--- src/mts_defines.svh ---
/*
  register map, field positions, reset values and time bases of the sequencer.
  assumes a 40 MHz measurement clock.
*/
`ifndef MTS_DEFINES_SVH
`define MTS_DEFINES_SVH
// ------------------------------------------------------------
// register offsets (byte addresses)
// ------------------------------------------------------------
`define OFF_CTRL 8'h00
`define OFF_STATUS 8'h04
`define OFF_AVG 8'h08
`define OFF_TCOUNT 8'h0C
`define OFF_TDELAY 8'h10
`define OFF_AFWAIT 8'h14
`define OFF_QUIET 8'h18
`define OFF_HOLDOFF 8'h1C
`define OFF_HYST 8'h20
`define OFF_APER 8'h24
`define OFF_TALLY 8'h28
// ------------------------------------------------------------
// control fields
// ------------------------------------------------------------
`define CTRL_START 0
`define CTRL_STOP 1
`define CTRL_TRIG 2
`define CTRL_CFG_LO 4
`define CTRL_CFG_HI 11
// ------------------------------------------------------------
// reset values and ranges (times in 10 ms ticks, aperture in clocks, hysteresis in 0.01 dB)
// ------------------------------------------------------------
`define AVG_RST 16'h0001
`define TCOUNT_RST 14'h0001
`define TCOUNT_MAX 14'h2000
`define TDELAY_RST 10'h000
`define AFWAIT_MIN 10'h00A
`define AFWAIT_MAX 10'h1F4
`define AFWAIT_RST 10'h01E
`define TIME_MAX 10'h3E8
`define APER_RST 24'h000190
`define SETTLE_TICKS 10'h001
// ------------------------------------------------------------
// time base
// ------------------------------------------------------------
`define CLK_PERIOD_NS 25
`define TICK_NS 10000000
`endif

--- src/mts_pkg.sv ---
/*
  types shared by the sequencer and its trigger qualifier.
  assumes nothing beyond the defines header.
*/
package mts_pkg;
  typedef enum logic [1:0] {SRC_IMM, SRC_INT, SRC_EXT, SRC_HOLD} trig_src_e;
  typedef enum logic [1:0] {ST_IDLE, ST_WAIT, ST_DELAY, ST_PHASE} seq_state_e;
  typedef struct packed {
    trig_src_e src;
    logic auto_settle;
    logic auto_fire;
    logic sync_en;
    logic moving;
    logic trace;
    logic cont;
  } cfg_s;
endpackage

--- src/interval_timer.sv ---
/*
  down-counting interval timer, done is combinational in its final cycle.
  assumes i_step is a single-cycle strobe or held high, from the same clock.
*/
`timescale 1ns/1ps
module interval_timer (
  input wire logic i_mclk,
  input wire logic i_resetn,
  input wire logic i_load,
  input wire logic [23:0] i_value,
  input wire logic i_step,
  output logic o_done
);
  logic [23:0] cnt_reg, cnt_next;
  logic run_reg, run_next;

  // load is not folded in here: callers derive their load from done
  assign o_done = run_reg & ((cnt_reg == 24'h000000) | (i_step & (cnt_reg == 24'h000001)));

  always_comb begin
    cnt_next = cnt_reg;
    run_next = run_reg;
    if (i_load) begin
      cnt_next = i_value;
      run_next = 1'b1;
    end else if (o_done) begin
      run_next = 1'b0;
    end else if (run_reg & i_step) begin
      cnt_next = cnt_reg - 24'h000001;
    end
  end

  always_ff @(posedge i_mclk or negedge i_resetn) begin
    if (!i_resetn) begin
      cnt_reg <= 24'h000000;
      run_reg <= 1'b0;
    end else begin
      cnt_reg <= cnt_next;
      run_reg <= run_next;
    end
  end
endmodule

--- src/meas_sequencer.sv ---
/*
  chopper measurement sequencer with avalon-mm register slave.
  assumes comparator and trigger pins are asynchronous; analog front end
  applies o_hysteresis; positive slope only.
*/
`timescale 1ns/1ps
`include "mts_defines.svh"
module meas_sequencer #(
  parameter int TICK_CYCLES = `TICK_NS / `CLK_PERIOD_NS
) (
  input wire logic i_mclk,
  input wire logic i_resetn,
  input wire logic [7:0] i_avs_address,
  input wire logic i_avs_read,
  input wire logic i_avs_write,
  input wire logic [31:0] i_avs_writedata,
  output logic [31:0] o_avs_readdata,
  output logic o_avs_waitrequest,
  input wire logic i_ext_trig,
  input wire logic i_above_level,
  input wire logic i_below_rearm,
  output logic [9:0] o_hysteresis,
  output logic o_sync,
  output logic o_integrating,
  output logic o_chop_inverted,
  output logic o_result_valid,
  output logic o_result_settled
);
  // ------------------------------------------------------------
  // functions
  // ------------------------------------------------------------
  function automatic logic [9:0] clamp10(input logic [31:0] v, input logic [9:0] lo,
                                         input logic [9:0] hi);
    if (v < {22'h000000, lo}) return lo;
    if (v > {22'h000000, hi}) return hi;
    return v[9:0];
  endfunction

  // ------------------------------------------------------------
  // input synchronisers and tick
  // ------------------------------------------------------------
  logic [2:0] meta_reg, sync_in_reg;
  logic [31:0] tick_cnt_reg, tick_cnt_next;
  logic tick;
  always_ff @(posedge i_mclk or negedge i_resetn) begin
    if (!i_resetn) begin
      meta_reg <= 3'h0;
      sync_in_reg <= 3'h0;
    end else begin
      meta_reg <= {i_ext_trig, i_above_level, i_below_rearm};
      sync_in_reg <= meta_reg;
    end
  end
  assign tick = (tick_cnt_reg == 32'(TICK_CYCLES - 1));
  always_comb tick_cnt_next = tick ? 32'h00000000 : tick_cnt_reg + 32'h00000001;

  // ------------------------------------------------------------
  // register slave
  // ------------------------------------------------------------
  mts_pkg::cfg_s cfg_reg, cfg_next;
  logic [15:0] avg_reg, avg_next;
  logic [13:0] tcount_reg, tcount_next, tally_reg, tally_next, cyc_reg, cyc_next;
  logic [9:0] tdelay_reg, tdelay_next, afwait_reg, afwait_next, quiet_reg, quiet_next;
  logic [9:0] holdoff_reg, holdoff_next, hyst_reg, hyst_next;
  logic [23:0] aper_reg, aper_next;
  logic [31:0] rdata_reg, rdata_next, wd;
  logic ack_reg, ack_next, wr, start_p, stop_p, trig_p;
  mts_pkg::seq_state_e state_reg, state_next;
  logic chop_reg, chop_next, settled_reg, settled_next;

  assign wd = i_avs_writedata;
  assign o_avs_waitrequest = (i_avs_read | i_avs_write) & ~ack_reg;
  assign wr = i_avs_write & ack_reg;
  assign start_p = wr && i_avs_address == `OFF_CTRL && wd[`CTRL_START];
  assign stop_p = wr && i_avs_address == `OFF_CTRL && wd[`CTRL_STOP];
  assign trig_p = wr && i_avs_address == `OFF_CTRL && wd[`CTRL_TRIG];

  always_comb begin
    ack_next = (i_avs_read | i_avs_write) & ~ack_reg;
    cfg_next = cfg_reg;
    avg_next = avg_reg;
    tcount_next = tcount_reg;
    tdelay_next = tdelay_reg;
    afwait_next = afwait_reg;
    quiet_next = quiet_reg;
    holdoff_next = holdoff_reg;
    hyst_next = hyst_reg;
    aper_next = aper_reg;
    if (wr) begin
      unique case (i_avs_address)
        `OFF_CTRL: cfg_next = wd[`CTRL_CFG_HI:`CTRL_CFG_LO];
        `OFF_AVG: avg_next = (wd[15:0] == 16'h0000) ? `AVG_RST : wd[15:0];
        `OFF_TCOUNT: begin
          if (wd == 32'h00000000) tcount_next = `TCOUNT_RST;
          else if (wd > {18'h00000, `TCOUNT_MAX}) tcount_next = `TCOUNT_MAX;
          else tcount_next = wd[13:0];
        end
        `OFF_TDELAY: tdelay_next = clamp10(wd, 10'h000, `TIME_MAX);
        `OFF_AFWAIT: afwait_next = clamp10(wd, `AFWAIT_MIN, `AFWAIT_MAX);
        `OFF_QUIET: quiet_next = clamp10(wd, 10'h000, `TIME_MAX);
        `OFF_HOLDOFF: holdoff_next = clamp10(wd, 10'h000, `TIME_MAX);
        `OFF_HYST: hyst_next = clamp10(wd, 10'h000, `TIME_MAX);
        `OFF_APER: aper_next = (wd[23:0] == 24'h000000) ? 24'h000001 : wd[23:0];
        default: ;
      endcase
    end
    rdata_next = 32'h00000000;
    unique case (i_avs_address)
      `OFF_CTRL: rdata_next = {20'h00000, cfg_reg, 4'h0};
      `OFF_STATUS: rdata_next = {2'h0, cyc_reg, 12'h000, settled_reg, chop_reg, state_reg};
      `OFF_AVG: rdata_next = {16'h0000, avg_reg};
      `OFF_TCOUNT: rdata_next = {18'h00000, tcount_reg};
      `OFF_TDELAY: rdata_next = {22'h000000, tdelay_reg};
      `OFF_AFWAIT: rdata_next = {22'h000000, afwait_reg};
      `OFF_QUIET: rdata_next = {22'h000000, quiet_reg};
      `OFF_HOLDOFF: rdata_next = {22'h000000, holdoff_reg};
      `OFF_HYST: rdata_next = {22'h000000, hyst_reg};
      `OFF_APER: rdata_next = {8'h00, aper_reg};
      `OFF_TALLY: rdata_next = {18'h00000, tally_reg};
      default: rdata_next = 32'h00000000;
    endcase
  end

  // ------------------------------------------------------------
  // sequencer
  // ------------------------------------------------------------
  logic [15:0] meas_reg, meas_next, fill_reg, fill_next;
  logic res_reg, res_next, sync_reg, sync_next;
  logic q_fire, hw_fire, af_fire, af_done, dl_done, ap_done;
  logic dl_load, ap_load, af_load, phase_end, meas_end, rep_done, last_cycle;
  logic [9:0] eff_delay;

  // a longer manual delay wins over the settling figure
  assign eff_delay = (cfg_reg.auto_settle && `SETTLE_TICKS > tdelay_reg) ?
                     `SETTLE_TICKS : tdelay_reg;
  assign hw_fire = state_reg == mts_pkg::ST_WAIT && (q_fire || cfg_reg.src == mts_pkg::SRC_IMM);
  assign af_fire = state_reg == mts_pkg::ST_WAIT && cfg_reg.auto_fire && af_done
                   && !hw_fire && !trig_p;
  assign phase_end = state_reg == mts_pkg::ST_PHASE && ap_done;
  assign meas_end = (avg_reg == 16'h0001) || chop_reg;
  assign rep_done = cfg_reg.moving || avg_reg == 16'h0001 || meas_reg == avg_reg - 16'h0001;
  assign last_cycle = !cfg_reg.cont && ({1'b0, cyc_reg} + 15'h0001) >= {1'b0, tcount_reg};

  always_comb begin
    state_next = state_reg;
    chop_next = chop_reg;
    meas_next = meas_reg;
    cyc_next = cyc_reg;
    fill_next = fill_reg;
    settled_next = settled_reg;
    tally_next = tally_reg;
    res_next = 1'b0;
    dl_load = 1'b0;
    ap_load = 1'b0;
    if (cfg_next.auto_fire && !cfg_reg.auto_fire) tally_next = 14'h0000;
    else if (af_fire && tally_reg != 14'h3FFF) tally_next = tally_reg + 14'h0001;
    unique case (state_reg)
      mts_pkg::ST_IDLE: if (start_p) begin
        state_next = mts_pkg::ST_WAIT;
        chop_next = 1'b0;
        meas_next = 16'h0000;
        cyc_next = 14'h0000;
        fill_next = 16'h0000;
      end
      mts_pkg::ST_WAIT: begin
        if (trig_p) begin
          state_next = mts_pkg::ST_PHASE;
          ap_load = 1'b1;
        end else if (hw_fire || af_fire) begin
          state_next = mts_pkg::ST_DELAY;
          dl_load = 1'b1;
        end
      end
      mts_pkg::ST_DELAY: if (dl_done) begin
        state_next = mts_pkg::ST_PHASE;
        ap_load = 1'b1;
      end
      mts_pkg::ST_PHASE: if (ap_done) begin
        if (!meas_end) begin
          chop_next = 1'b1;
          state_next = cfg_reg.trace ? mts_pkg::ST_WAIT : mts_pkg::ST_PHASE;
          ap_load = !cfg_reg.trace;
        end else begin
          chop_next = 1'b0;
          if (rep_done) begin
            res_next = 1'b1;
            meas_next = 16'h0000;
            fill_next = (fill_reg >= avg_reg) ? avg_reg : fill_reg + 16'h0001;
            settled_next = !cfg_reg.moving || fill_reg + 16'h0001 >= avg_reg;
            if (cyc_reg != 14'h3FFF) cyc_next = cyc_reg + 14'h0001;
            state_next = last_cycle ? mts_pkg::ST_IDLE : mts_pkg::ST_WAIT;
          end else begin
            meas_next = meas_reg + 16'h0001;
            state_next = cfg_reg.trace ? mts_pkg::ST_WAIT : mts_pkg::ST_PHASE;
            ap_load = !cfg_reg.trace;
          end
        end
      end
    endcase
    if (stop_p) state_next = mts_pkg::ST_IDLE;
    // drops on the same edge that leaves the phase
    sync_next = cfg_reg.sync_en && state_next == mts_pkg::ST_PHASE;
  end
  assign af_load = state_next == mts_pkg::ST_WAIT && state_reg != mts_pkg::ST_WAIT;

  interval_timer u_delay (.i_mclk(i_mclk), .i_resetn(i_resetn), .i_load(dl_load),
    .i_value({14'h0000, eff_delay}), .i_step(tick), .o_done(dl_done));
  interval_timer u_aper (.i_mclk(i_mclk), .i_resetn(i_resetn), .i_load(ap_load),
    .i_value(aper_reg), .i_step(1'b1), .o_done(ap_done));
  interval_timer u_afire (.i_mclk(i_mclk), .i_resetn(i_resetn), .i_load(af_load),
    .i_value({14'h0000, afwait_reg}), .i_step(tick), .o_done(af_done));
  trig_qualifier u_qual (.i_mclk(i_mclk), .i_resetn(i_resetn), .i_src(cfg_reg.src),
    .i_listen(state_reg == mts_pkg::ST_WAIT), .i_tick(tick), .i_ext(sync_in_reg[2]),
    .i_above(sync_in_reg[1]), .i_below(sync_in_reg[0]), .i_quiet(quiet_reg),
    .i_holdoff(holdoff_reg), .o_fire(q_fire));

  // ------------------------------------------------------------
  // registers
  // ------------------------------------------------------------
  always_ff @(posedge i_mclk or negedge i_resetn) begin
    if (!i_resetn) begin
      tick_cnt_reg <= 32'h00000000;
      ack_reg <= 1'b0;
      rdata_reg <= 32'h00000000;
      cfg_reg <= '0;
      avg_reg <= `AVG_RST;
      tcount_reg <= `TCOUNT_RST;
      tdelay_reg <= `TDELAY_RST;
      afwait_reg <= `AFWAIT_RST;
      quiet_reg <= 10'h000;
      holdoff_reg <= 10'h000;
      hyst_reg <= 10'h000;
      aper_reg <= `APER_RST;
      state_reg <= mts_pkg::ST_IDLE;
      chop_reg <= 1'b0;
      meas_reg <= 16'h0000;
      cyc_reg <= 14'h0000;
      fill_reg <= 16'h0000;
      settled_reg <= 1'b0;
      tally_reg <= 14'h0000;
      res_reg <= 1'b0;
      sync_reg <= 1'b0;
    end else begin
      tick_cnt_reg <= tick_cnt_next;
      ack_reg <= ack_next;
      rdata_reg <= rdata_next;
      cfg_reg <= cfg_next;
      avg_reg <= avg_next;
      tcount_reg <= tcount_next;
      tdelay_reg <= tdelay_next;
      afwait_reg <= afwait_next;
      quiet_reg <= quiet_next;
      holdoff_reg <= holdoff_next;
      hyst_reg <= hyst_next;
      aper_reg <= aper_next;
      state_reg <= state_next;
      chop_reg <= chop_next;
      meas_reg <= meas_next;
      cyc_reg <= cyc_next;
      fill_reg <= fill_next;
      settled_reg <= settled_next;
      tally_reg <= tally_next;
      res_reg <= res_next;
      sync_reg <= sync_next;
    end
  end

  assign o_avs_readdata = rdata_reg;
  assign o_hysteresis = hyst_reg;
  assign o_sync = sync_reg;
  assign o_integrating = state_reg == mts_pkg::ST_PHASE;
  assign o_chop_inverted = chop_reg;
  assign o_result_valid = res_reg;
  assign o_result_settled = settled_reg;
endmodule

--- src/trig_qualifier.sv ---
/*
  trigger qualifier: dropout arming, hysteresis re-arm, edge detect, hold-off.
  assumes all inputs are already synchronised to i_mclk.
*/
`timescale 1ns/1ps
module trig_qualifier (
  input wire logic i_mclk,
  input wire logic i_resetn,
  input wire mts_pkg::trig_src_e i_src,
  input wire logic i_listen,
  input wire logic i_tick,
  input wire logic i_ext,
  input wire logic i_above,
  input wire logic i_below,
  input wire logic [9:0] i_quiet,
  input wire logic [9:0] i_holdoff,
  output logic o_fire
);
  logic ext_prev_reg, armed_reg, armed_next, fire_reg, cand;
  logic [9:0] quiet_cnt_reg, quiet_cnt_next, hold_cnt_reg, hold_cnt_next;

  always_comb begin
    cand = 1'b0;
    if (i_listen && hold_cnt_reg == 10'h000) begin
      if (i_src == mts_pkg::SRC_INT) cand = armed_reg & i_above;
      else if (i_src == mts_pkg::SRC_EXT) cand = i_ext & ~ext_prev_reg;
    end
    armed_next = armed_reg;
    quiet_cnt_next = 10'h000;
    if (cand) begin
      armed_next = 1'b0;
    end else if (i_below) begin
      // count restarts whenever the threshold is crossed again
      if (quiet_cnt_reg >= i_quiet) armed_next = 1'b1;
      else quiet_cnt_next = quiet_cnt_reg + {9'h000, i_tick};
    end
    hold_cnt_next = hold_cnt_reg;
    if (cand) hold_cnt_next = i_holdoff;
    else if (i_tick && hold_cnt_reg != 10'h000) hold_cnt_next = hold_cnt_reg - 10'h001;
  end

  always_ff @(posedge i_mclk or negedge i_resetn) begin
    if (!i_resetn) begin
      ext_prev_reg <= 1'b0;
      armed_reg <= 1'b0;
      fire_reg <= 1'b0;
      quiet_cnt_reg <= 10'h000;
      hold_cnt_reg <= 10'h000;
    end else begin
      ext_prev_reg <= i_ext;
      armed_reg <= armed_next;
      fire_reg <= cand;
      quiet_cnt_reg <= quiet_cnt_next;
      hold_cnt_reg <= hold_cnt_next;
    end
  end

  assign o_fire = fire_reg;
endmodule

--- config.mk ---
export PLATFORM = sky130hd
export DESIGN_NAME = meas_sequencer
export DESIGN_NICKNAME = d
export VERILOG_FILES = /design/src/mts_pkg.sv /design/src/interval_timer.sv /design/src/meas_sequencer.sv /design/src/trig_qualifier.sv
export VERILOG_INCLUDE_DIRS = /design/src /design/src/src
export SDC_FILE = /design/constraint.sdc
export NUM_CORES = 1
export LEC_CHECK = 0
export BUFFER_PORTS_ARGS = -buffer_cell sky130_fd_sc_hd__buf_2
export CAP_MARGIN = 20
export CORE_ASPECT_RATIO = 0.75
export CORE_MARGIN = 2
export CORE_UTILIZATION = 30
export CTS_CLUSTER_DIAMETER = 50
export DETAILED_ROUTE_END_ITERATION = 12
export PLACE_DENSITY = 0.46
export SKIP_LAST_GASP = 1
export SYNTH_ARGS = -nofsm -noshare
export SYNTH_HDL_FRONTEND = slang
export SYNTH_SLANG_ARGS = --single-unit
--- constraint.sdc ---
create_clock -name i_mclk -period 8.7 [get_ports i_mclk]
set_input_delay 0 -clock i_mclk [delete_from_list [all_inputs] [get_ports i_mclk]]
set_output_delay 0 -clock i_mclk [all_outputs]
set_load 0.02 [all_outputs]
==> results.txt, run 1 <==
Cells with a size suffix above 1 make up 15.2% of the layout. In this run the standard cell core region covers 60600 sq um. The setup path with the least slack is of type flip-flop to flip-flop. The first global-routing pass estimated 89400 um of wire. The run gives 18400 sq um as the area of the mapped netlist. The overall fraction of global-route tracks in use is 18.2%. For this run, the slowest stage of the critical path takes 0.72 ns. Final setup TNS: 0 ns.

Data on the critical path arrives at its endpoint at 4.74 ns. The floorplan has 78 rows. The tools report the number of pins with negative max-slew slack in the final report as 0.

Final core utilization: 36.0%. For the floorplan die area, the log shows 63500 sq um. In the final design database the tool counted 2115 nets.

The maximum number of pins on one net before global-route repair is 76. Before CTS, the worst setup slack after placement is 4.45 ns. Synthesis produced a netlist whose cell count is 1872. Dividing the synthesized area by the synthesized cell count gives 9.86 sq um.

Placement-stage cell area: 19800 sq um. The longest clock path from root to sink contains 3 buffers. After the flow finishes, the layout carries non-filler instances totaling 2829. The number of buffers and inverters on the critical path works out to 1. The insertion delay to the later sink of the worst-skew pair was 0.59 ns. The time the worst path needs with I/O delays and setup came out at 4.28 ns.

After layout, the worst path uses 49.2% of the clock period. The initial utilization of the core area, before any placement, comes to 30.4%. After synthesis the netlist holds a flip-flop and latch count of 345. The most common cell after layout, fill and taps aside is dfrtp_1.

From synthesis to final layout, the design area changed by 18.2%. Among all flip-flop cells after synthesis, the most frequent one is dfrtp_1. The logs give 0 for the aggregate global routing overflow and 4.42 ns for the worst setup slack after layout. The slowest stage of the critical path is the nor4_1 cell.

For the wire length after detailed routing, the log shows 57700 um. The run gives 0 as the count of unresolved DRC violations after routing. The run gives 0 as the number of post-CTS setup repair buffers. TritonCTS built the clock tree. The die height is 219 um, and the sequential-to-total area share from yosys stat is 46.9%.

In this run, the number of DRC markers left after iteration 0 of detailed routing was 1046. The via count is 14600, and the number of antenna violations at the first check in global routing is 4. Yosys mapped a number of flops with a built-in enable equal to 0. CTS placed an instance of clkbuf_16 at the clock tree root. The flow ran to the end, and the final reports show no timing, DRC or antenna violations.

For the pin with the worst max-slew slack, the measured transition is 0.999 ns. Setup repair after global routing left no endpoint under its margin. The register with the most flip-flops in the layout has 32 of them. Path class of the lowest-slack min-delay path: primary input to flip-flop. The required time of the critical path is 9.16 ns, and the maximum resistive drop on vdd is 122 uV.

The clock-pin transition on the worst setup and hold timing paths was 0.06 ns. The fraction of registers with async set or reset after synthesis came out at 100%. Walking the worst path, the cells encountered are or4_1 -> or4_1 -> nor4_1 -> and4b_1 -> o311a_1 -> buf_4 -> o2111ai_1 -> nor4_1 -> xnor2_1 -> nor2_1. The tools report the critical path capture point type as a flip-flop. Dividing the detail-routed via count by the number of cells gives 5.18.

The count of nets left with antenna violations once routing finished came out at 0. Counting the buffers created by CTS gives 46. In this run the power density over the cells is 226 nW/um^2.

The run gives 0 as the number of setup violations in the final report. The total number of clock tree sinks is 345, and the average wire length per cell after detail routing is 20.4 um. The number of I/O pins was 95; the final HPWL from detailed placement was 41900 um.

For this run, the number of Yosys warnings is 0. The final non-filler cell area was 21800 sq um; the count of buffers inserted at the top-level ports was 92. The worst-case clock skew was 0.0306 ns. The top cell types in the final layout, fill and taps aside, are 336 x dfrtp_1, 192 x nand2_1, 170 x nor2_1, 108 x o21ai_0, 98 x xnor2_1. The number of global-route vias before repair is 14700, and the number of search-and-repair iterations in the first detailed-routing pass is 5. The tool flagged a number of max-cap violations equal to 0. The final count of hold timing violations is 0, and the die outline width is 290 um.

The leakage power is 10.1 nW, and the level count of the clock H-tree is 2. The post-synthesis cell type count is 70, and the maximum operating frequency is 233 MHz. The worst slew slack as a fraction of its limit was 33.2%. Of all nets on the critical path, the largest fanout is 37. The routability-driven placement congestion ratio is 0.849.

The category of cells accounting for the largest share of critical-path delay was simple AND/OR/NAND/NOR gates. STA classifies the critical path startpoint as a flip-flop. Counting tap cells, the placed design contains a total of 2707 instances.
==> repair_timing <==
| item | CTS | global route |
|---|---|---|
| hold buffers | 33 | 0 |
| hold endpoints to repair | 150 | 0 |
| resized for setup | 0 | 0 |
==> synthesized netlist by cell type, drive strengths merged, types with 11 or more instances <==
cell    count  area, sq um
a21o       17          128
a21oi      56          280
a221oi     11         96.3
a22o       31          272
a22oi      28          210
and2       15         93.8
and3       33          206
buf        11         77.6
clkbuf     70          263
dfrtp     336         8410
ha         78          976
inv        71          267
mux2       88          991
nand2     192          721
nand2b     11         68.8
nand3      60          300
nand4      33          206
nor2      171          642
nor2b      12         75.1
nor3       36          180
nor4       41          257
o21ai     109          546
o31ai      16          120
or3        30          188
or4        31          233
xnor2      98          858
xor2       66          578
==> power by group <==
group          leakage (nW)  internal [mW]  switching [mW]
Sequential             4.69           1.72           0.131
Clock                 0.810           1.27           0.801
Combinational          4.58          0.380           0.631
Total                  10.1           3.37            1.56
==> per-stage QoR <==
step	power, mW	hold WS (ns)
after floorplan	2.57	-0.296
after global placement	2.86	0.0345
after detailed placement	2.88	0.0406
after CTS	5.00	0.00976
after global routing	5.20	0.0341
final	4.94	0.0487
==> kinds of logic (layout without fill, tap and decap cells) <==
logic type,count (synthesis),after routing,share of synthesized area (%)
and+or+nand+nor,703,703,19.0
DFF,345,345,46.9
AOI/OAI and AO/OA,330,330,11.9
xor gates and xnor gates,164,164,7.79
buffers and inverters,153,307,3.31
muxes,98,98,5.91
adders and majority gates,78,78,5.29
other,1,4,0.0203
==> final timing paths <==
path | from | endpoint | slack [ns] | depth (start not counted)
min in group asynchronous | i_resetn | tick_cnt_reg[6]$_DFF_PN0_ | 0.49 | 3
max in group asynchronous | i_resetn | afwait_reg[8]$_DFFE_PN0P_ | 6.02 | 5
setup reg to reg | u_afire.cnt_reg[8]$_DFFE_PN0P_ | u_delay.cnt_reg[23]$_DFFE_PN0P_ | 4.42 | 10
setup / recovery | u_afire.cnt_reg[8]$_DFFE_PN0P_ | u_delay.cnt_reg[23]$_DFFE_PN0P_ | 4.42 | 10
hold reg to reg | meta_reg[0]$_DFF_PN0_ | sync_in_reg[0]$_DFF_PN0_ | 0.34 | 0
hold / removal | i_above_level | meta_reg[1]$_DFF_PN0_ | 0.05 | 2
==> metal layers <==
| metal | share of wire (%) | global-route usage (%) | vias up | wire length [um] |
|---|---|---|---|---|
| met5 | 0.019 | 0 | - | 11 |
| met4 | 2.5 | 5.49 | 2 | 1440 |
| met3 | 5.8 | 3.60 | 97 | 3360 |
| met2 | 42 | 27.0 | 358 | 24300 |
| met1 | 50 | 26.7 | 7263 | 28600 |
| li1 | - | - | 6927 | - |
==> cell type report <==
cell class,instances,area (sq um)
fillers,6035,38800
multi-input cells,1375,9210
flip-flops and latches,345,8640
clock buffers,65,1300
repair buffers,150,1010
well taps,800,1000
clock inverters,20,364
inverters,72,270
diodes,2,5.00
Note: power is estimated with default switching activity, not from simulation.
==> inputs of run 2 (changes only) <==
- clock period: 8.7 -> 4.2 ns (I/O delays scaled with it)
==> run 2 against run 1 <==
Effect of this change:
- clock skew rose by 0.0042 ns
- hold slack improved by 0.0055 ns
- power rose by 100%
==> results.txt, run 2 (synthesized netlist as in run 1, its figures left out) <==
The flow ran to the end, and the final reports show no timing, DRC or antenna violations. The stage delay of the slowest cell on the critical path works out to 0.58 ns (-0.14 ns). The total power consumption of the routed design was 9.97 mW (+100%); the overall fraction of global-route tracks in use was 18.1% (-0.19 points). The number of antenna violations at the first check in global routing is 4 (unchanged), and the number of flip-flops in the largest register is 32 (unchanged). The count of standard-cell rows was 78 (unchanged); the final count of hold timing violations was 0 (unchanged). The tools report the final non-filler cell area as 21800 sq um (+0.14%). The area growth from synthesis to layout is 18.3%.

The tools report the via count as 14600 (-0.14%). The required time of the critical path was 4.64 ns (-4.52 ns). The critical path goes through inv_1 -> ha_2 -> or3b_2 -> nor4_2 -> xnor2_1 -> or4b_1 -> a2111oi_2 -> buf_4 -> o21a_1 -> nor4b_1 -> nor4b_4 -> buf_6 -> mux2_2. The number of I/O pins came out at 95 (unchanged). The run gives 36.0% (+0.050 points) as the final core utilization. The number of pins with negative max-slew slack in the final report was 0 (unchanged).

The worst setup path is captured at a flip-flop. The effective utilization at floorplan was 30.4% (unchanged); the routability-driven placement congestion ratio was 0.874 (+2.9%). The logs give 0.0541 ns (+0.00548 ns) for the smallest hold slack and 0 (unchanged) for the number of post-CTS setup repair buffers.

The count of unresolved DRC violations after routing came out at 0 (unchanged). The post-layout net count was 2130 (+0.71%). For the insertion delay to the later sink of the worst-skew pair, the log shows 0.59 ns (about the same). Setup repair after global routing left no endpoint under its margin.

The proportion of layout cells with a drive suffix above 1 is 16.4% (+1.2 points). The critical path is of the flip-flop to flip-flop type. The clock-pin transition on the worst setup and hold timing paths was 0.06 ns (about the same); the remaining number of nets flagged by the antenna check after routing was 0 (unchanged).

The tools report the final setup TNS as 0 ns (unchanged). The aggregate global routing overflow came out at 0 (unchanged). The time the worst path needs with I/O delays and setup is 3.95 ns (-0.337 ns), and the area of the core is 60600 sq um (unchanged).

The tools report the maximum resistive drop on vdd as 234 uV (+91%). The worst slew slack as a fraction of its limit came out at 27.0% (-6.1 points). The power per cell area came out at 457 nW/um^2 (+100%). The worst setup path is launched from a flip-flop.

The wire length after detailed routing came out at 57100 um (-0.96%). The maximum number of pins on one net before global-route repair is 112 (+47%). The arrival time at the worst endpoint was 4.39 ns (-0.35 ns).

The violation count after the first detailed-routing iteration was 1075 (+2.8%); the share of the cycle needed by the critical path after routing was 94.0% (+45 points). The placement-stage cell area was 20000 sq um (+1.0%); the die outline width was 290 um (unchanged). For the worst-case clock skew, the log shows 0.0348 ns (+0.00421 ns).

The die height was 219 um (unchanged); the level count of the clock H-tree was 2 (unchanged). The tightest min-delay check is of the primary input to flip-flop type. The number of max-capacitance violations reported is 0 (unchanged).

Most common cell after layout, fill and taps aside: dfrtp_1. The clock tree root buffer cell was clkbuf_16. The slew at the pin closest to its max-slew limit is 1.09 ns (+0.0904 ns), and the leakage power is 10.1 nW (+0.22%). The number of vias per cell is 5.15 (-0.60%). The number of buffers between clock root and the deepest sink was 3 (unchanged); the worst setup slack after layout was 0.253 ns (-4.16 ns). The maximum operating frequency was 253 MHz (+8.5%). The tools report the final HPWL from detailed placement as 41600 um (-0.76%). In the layout the commonest cells are 336 x dfrtp_1, 192 x nand2_1, 170 x nor2_1, 108 x o21ai_0, 98 x xnor2_1. The floorplan die area is 63500 sq um (unchanged). The count of buffers inserted at the top-level ports is 92 (unchanged), and the number of setup violations in the final report is 0 (unchanged).

The logs give 345 (unchanged) for the total number of clock tree sinks and 14600 (-0.71%) for the number of global-route vias before repair. The logs give 46 (unchanged) for the clock buffer count from CTS and 2842 (+0.46%) for the count of placed standard cells in the final layout, fillers left out. The critical-path cell with the highest stage delay was or3b_2. The number of search-and-repair iterations in the first detailed-routing pass was 5 (unchanged). The number of instances in the placed design is 2726 (+0.70%).

The worst slack at placement was 0.173 ns (-4.28 ns); the average wire length per cell after detail routing was 20.1 um (-1.4%). The run gives 89200 um (-0.22%) as the first-pass GRT wire length. The peak fanout along the critical path came out at 17 (-54%).

TritonCTS built the clock tree.
## run 2: cell count changes in the layout (fill, tap and decap cells not counted), sizes merged, moves of 2 or more
| cell | previous run | this run |
|---|---|---|
| buf | 117 | 134 |
| bufinv | 7 | 2 |
| clkbuf | 65 | 58 |
| clkinv | 6 | 10 |
| clkinvlp | 0 | 8 |
| dlygate4sd3 | 33 | 31 |
## run 2: final timing paths
kind,from,endpoint,slack (ns),cells after the start
worst min register to register,meta_reg[0]$_DFF_PN0_,sync_in_reg[0]$_DFF_PN0_,0.35,0
min in group asynchronous,i_resetn,tick_cnt_reg[3]$_DFF_PN0_,0.10,2
worst min-delay path,i_above_level,meta_reg[1]$_DFF_PN0_,0.05,2
max in group asynchronous,i_resetn,meta_reg[0]$_DFF_PN0_,2.92,3
worst max-delay path,avg_reg[1]$_DFFE_PN0P_,u_afire.cnt_reg[5]$_DFFE_PN0P_,0.25,13
worst max register to register,avg_reg[1]$_DFFE_PN0P_,u_afire.cnt_reg[5]$_DFFE_PN0P_,0.25,13
## run 2: repair_timing
action | 4_1_cts | 5_1_grt
gates resized for setup | 0 | 3
hold endpoints to repair | 182 | 0
hold buffers | 31 | 0
setup endpoints to repair | 0 | 18
## run 2: critical path: cells and delay by family, from the launching register on
family	cells	cell delay, ns
compound gates	2	0.37
mux	1	0.35
buf+inv	3	0.61
fa+ha+maj	1	0.26
xor+xnor	1	0.10
simple gates	5	1.71
flops	1	0.42
## run 2: power by group
| group | total [mW] | switching [mW] | internal [mW] | leakage [nW] |
|---|---|---|---|---|
| clock | 3.96 | 1.64 | 2.33 | 0.739 |
| combinational | 2.17 | 1.32 | 0.853 | 4.67 |
| sequential | 3.83 | 0.271 | 3.56 | 4.69 |
## run 2: area by class of cell
| type | instances | area [sq um] |
|---|---|---|
| timing repair buffer | 165 | 1160 |
| clock inverter | 26 | 253 |
| inverter | 72 | 270 |
| antenna | 1 | 2.50 |
| clock buffer | 58 | 1290 |
| fill | 6114 | 38800 |
| multi-input combinational | 1375 | 9220 |
| sequential | 345 | 8640 |
| tap | 800 | 1000 |
## run 2: routing by layer
metal	wire (um)	GRT usage, %	vias up
met1	28900	27.1	7272
li1	-	-	6967
met4	916	4.29	2
met5	13	0	-
met3	2970	3.27	70
met2	24300	26.7	315
==> inputs of run 3 (changes only) <==
- GPL_TIMING_DRIVEN: default -> 0
==> run 3 against run 2 <==
Effect of this change:
- power shrank 0.81%
- worst setup slack lost 0.16 ns
- critical path depth is the same
- critical endpoint is now u_afire.cnt_reg[4]$_DFFE_PN0P_
- clock power shrank 5%
- first-iteration DRC count shrank 0.93%
- flip-flop and latch count is the same
- count of clock-buffer cells in the layout shrank 5
- fmax shrank 3.8%
- die area is the same
- highest routed layer is now met4
==> results.txt, run 3 (synthesized netlist as in run 1, its figures left out) <==
The count of buffers inserted at the top-level ports works out to 87 (-5.4%). TritonCTS built the clock tree. For the number of search-and-repair iterations in the first detailed-routing pass, the log shows 7 (+2).

The level count of the clock H-tree came out at 2 (unchanged). Number of global-route vias before repair: 14600 (+0.22%). The logic depth of the worst register-to-register path was 13 (unchanged). The aggregate global routing overflow was 0 (unchanged). The tools report the worst setup slack after layout as 0.0961 ns (-0.157 ns). The die outline width works out to 290 um (unchanged).

First-pass GRT wire length: 89200 um (unchanged). The arrival time at the worst endpoint was 4.55 ns (+0.16 ns). The logs give 0 ns (unchanged) for the final setup TNS and 78 (unchanged) for the count of standard-cell rows. The die height came out at 219 um (unchanged). The run gives 4.64 ns (about the same) as the required time of the critical path. The number of antenna violations at the first check in global routing is 6 (+2), and the count of unresolved DRC violations after routing is 0 (unchanged). The logs give 21800 sq um (about the same) for the final non-filler cell area and 9.99 nW (-1.0%) for the leakage power. The critical path capture point type is a flip-flop. The number of I/O pins was 95 (unchanged); the via count was 14700 (+0.19%).

The average wire length per cell after detail routing was 20.1 um (about the same). For the routability-driven placement congestion ratio, the log shows 0.845 (-3.3%). Setup repair after global routing could not meet its margin everywhere. The synthesis-to-finish area growth is 18.3% (about the same).

The tools report the number of setup violations in the final report as 0 (unchanged). Post-layout net count: 2162 (+1.5%). The run gives 63500 sq um (unchanged) as the floorplan die area. For the wire length after detailed routing, the log shows 57800 um (+1.2%). The logs give 36.0% (about the same) for the final core utilization and 99 (-12%) for the maximum number of pins on one net before global-route repair.

The total power consumption of the routed design was 9.89 mW (-0.81%). The final HPWL from detailed placement is 43600 um (+4.7%), and the maximum resistive drop on vdd is 264 uV (+13%). The root buffer cell chosen for the clock tree is clkbuf_16. The clock-pin transition on the worst setup and hold timing paths was 0.06 ns (about the same); the area of the core was 60600 sq um (unchanged). The logs give 0 (unchanged) for the remaining number of nets flagged by the antenna check after routing and 1065 (-0.93%) for the violation count after the first detailed-routing iteration. The worst-case clock skew came out at 0.0391 ns (+0.00424 ns). The proportion of layout cells with a drive suffix above 1 is 14.7% (-1.6 points), and the layout filler cell count is 6083 (-0.51%).

The maximum operating frequency is 244 MHz (-3.8%). Count of cells along the worst hold path: 2 (unchanged). The final count of hold timing violations came out at 0 (unchanged).

Leaving out fill and tap cells, the most frequent cells in the layout are 334 x dfrtp_1, 192 x nand2_1, 169 x nor2_1, 107 x o21ai_0, 98 x xnor2_1. The placement-stage cell area came out at 20000 sq um (about the same). The worst setup path is launched from a flip-flop. The power per cell area was 453 nW/um^2 (-0.80%).

The number of pins with negative max-slew slack in the final report was 0 (unchanged); the share of the cycle needed by the critical path after routing was 97.7% (+3.7 points). The run gives 0.59 ns (about the same) as the insertion delay to the later sink of the worst-skew pair. The clock buffer count from CTS is 42 (-8.7%), and the peak fanout along the critical path is 10 (-7). The number of flip-flops in the largest register was 32 (unchanged); the worst slew slack as a fraction of its limit was 26.1% (-0.96 points).

The worst slack at placement is -0.597 ns (-0.770 ns). The critical path is of the flip-flop to flip-flop type. The total number of clock tree sinks is 345 (unchanged), and the time the worst path needs with I/O delays and setup is 4.10 ns (+0.157 ns). Number of max-capacitance violations reported: 0 (unchanged). Overall fraction of global-route tracks in use: 18.3% (+0.23 points). The path class of the lowest-slack min-delay path is primary input to flip-flop. The run gives 3 (unchanged) as the number of buffers between clock root and the deepest sink. The library cell used most frequently in the layout, excluding fill and tap cells, is dfrtp_1. The number of vias per cell is 5.10 (-0.86%), and the slew at the pin closest to its max-slew limit is 1.10 ns (+0.0154 ns). The effective utilization at floorplan came out at 30.4% (unchanged).

The flow ran to the end, and the final reports show no timing, DRC or antenna violations.
## run 3: changes by cell type in the layout (fill, tap and decap cells not counted), moves of 3 or more
cell        change
nor4_2          +4
buf_4          -32
clkbuf_16       -3
clkinvlp_4      -4
nor4_1          -6
clkbuf_1       +69
clkbuf_8        -6
buf_12          -3
## run 3: worst paths after layout
check	from	end	slack [ns]
setup / recovery	avg_reg[3]$_DFFE_PN0P_	u_afire.cnt_reg[4]$_DFFE_PN0P_	0.1
hold / removal	i_below_rearm	meta_reg[0]$_DFF_PN0_	0.06
setup reg to reg	avg_reg[3]$_DFFE_PN0P_	u_afire.cnt_reg[4]$_DFFE_PN0P_	0.1
hold reg to reg	meta_reg[2]$_DFF_PN0_	sync_in_reg[2]$_DFF_PN0_	0.35
max in group asynchronous	i_resetn	fill_reg[14]$_DFFE_PN0P_	2.37
min in group asynchronous	i_resetn	u_aper.run_reg$_DFFE_PN0P_	0.51
## run 3: what timing repair did
action	CTS	global route
hold buffers	30	0
hold endpoints to repair	213	0
cloned	0	0
setup endpoints to repair	95	73
pin swaps	2	1
gates resized for setup	11	14
buffers inserted	2	0
## run 3: report_power, final
part	internal [mW]	switching (mW)	total [mW]
clock	2.21	1.57	3.78
sequential	3.56	0.271	3.84
combinational	0.851	1.42	2.27
total	6.63	3.26	9.89
## run 3: layer usage
metal | track usage [%] | vias up | part of all wire (%)
li1 | - | 7028 | -
met1 | 27.4 | 7196 | 50
met2 | 26.9 | 354 | 42
met3 | 3.03 | 76 | 6.0
met4 | 5.02 | 0 | 2.3
met5 | 0 | - | 0
## run 3: per-stage QoR
step                      hold slack (ns)  std cells
final                              0.0627       2872
after global routing               0.0498       2871
after CTS                          0.0298       2871
after detailed placement         -0.00963       2763
after global placement              0.109       2760
after floorplan                    -0.296       1873
## run 3: cell type report
class | instances | area [sq um] | share of cell area, %
multi-input combinational | 1375 | 9290 | 42.6
sequential | 345 | 8650 | 39.6
clock buffer | 53 | 1140 | 5.24
tap | 800 | 1000 | 4.59
timing repair buffer | 124 | 856 | 3.92
buffer | 77 | 332 | 1.52
clock inverter | 25 | 285 | 1.31
inverter | 72 | 270 | 1.24
antenna | 1 | 2.50 | 0.0115
## run 3: worst max-delay path, cell delays in order, from the launching register on
cell and delay, ns:
dfrtp_1 0.36, clkbuf_1 0.27, or4_1 0.53, buf_2 0.20, or3_1 0.31, and3_1 0.17
or4_1 0.53, a2111oi_4 0.20, buf_4 0.20, o21a_1 0.17, nor4b_1 0.11, nor4b_4 0.37
buf_4 0.22, mux2_2 0.33
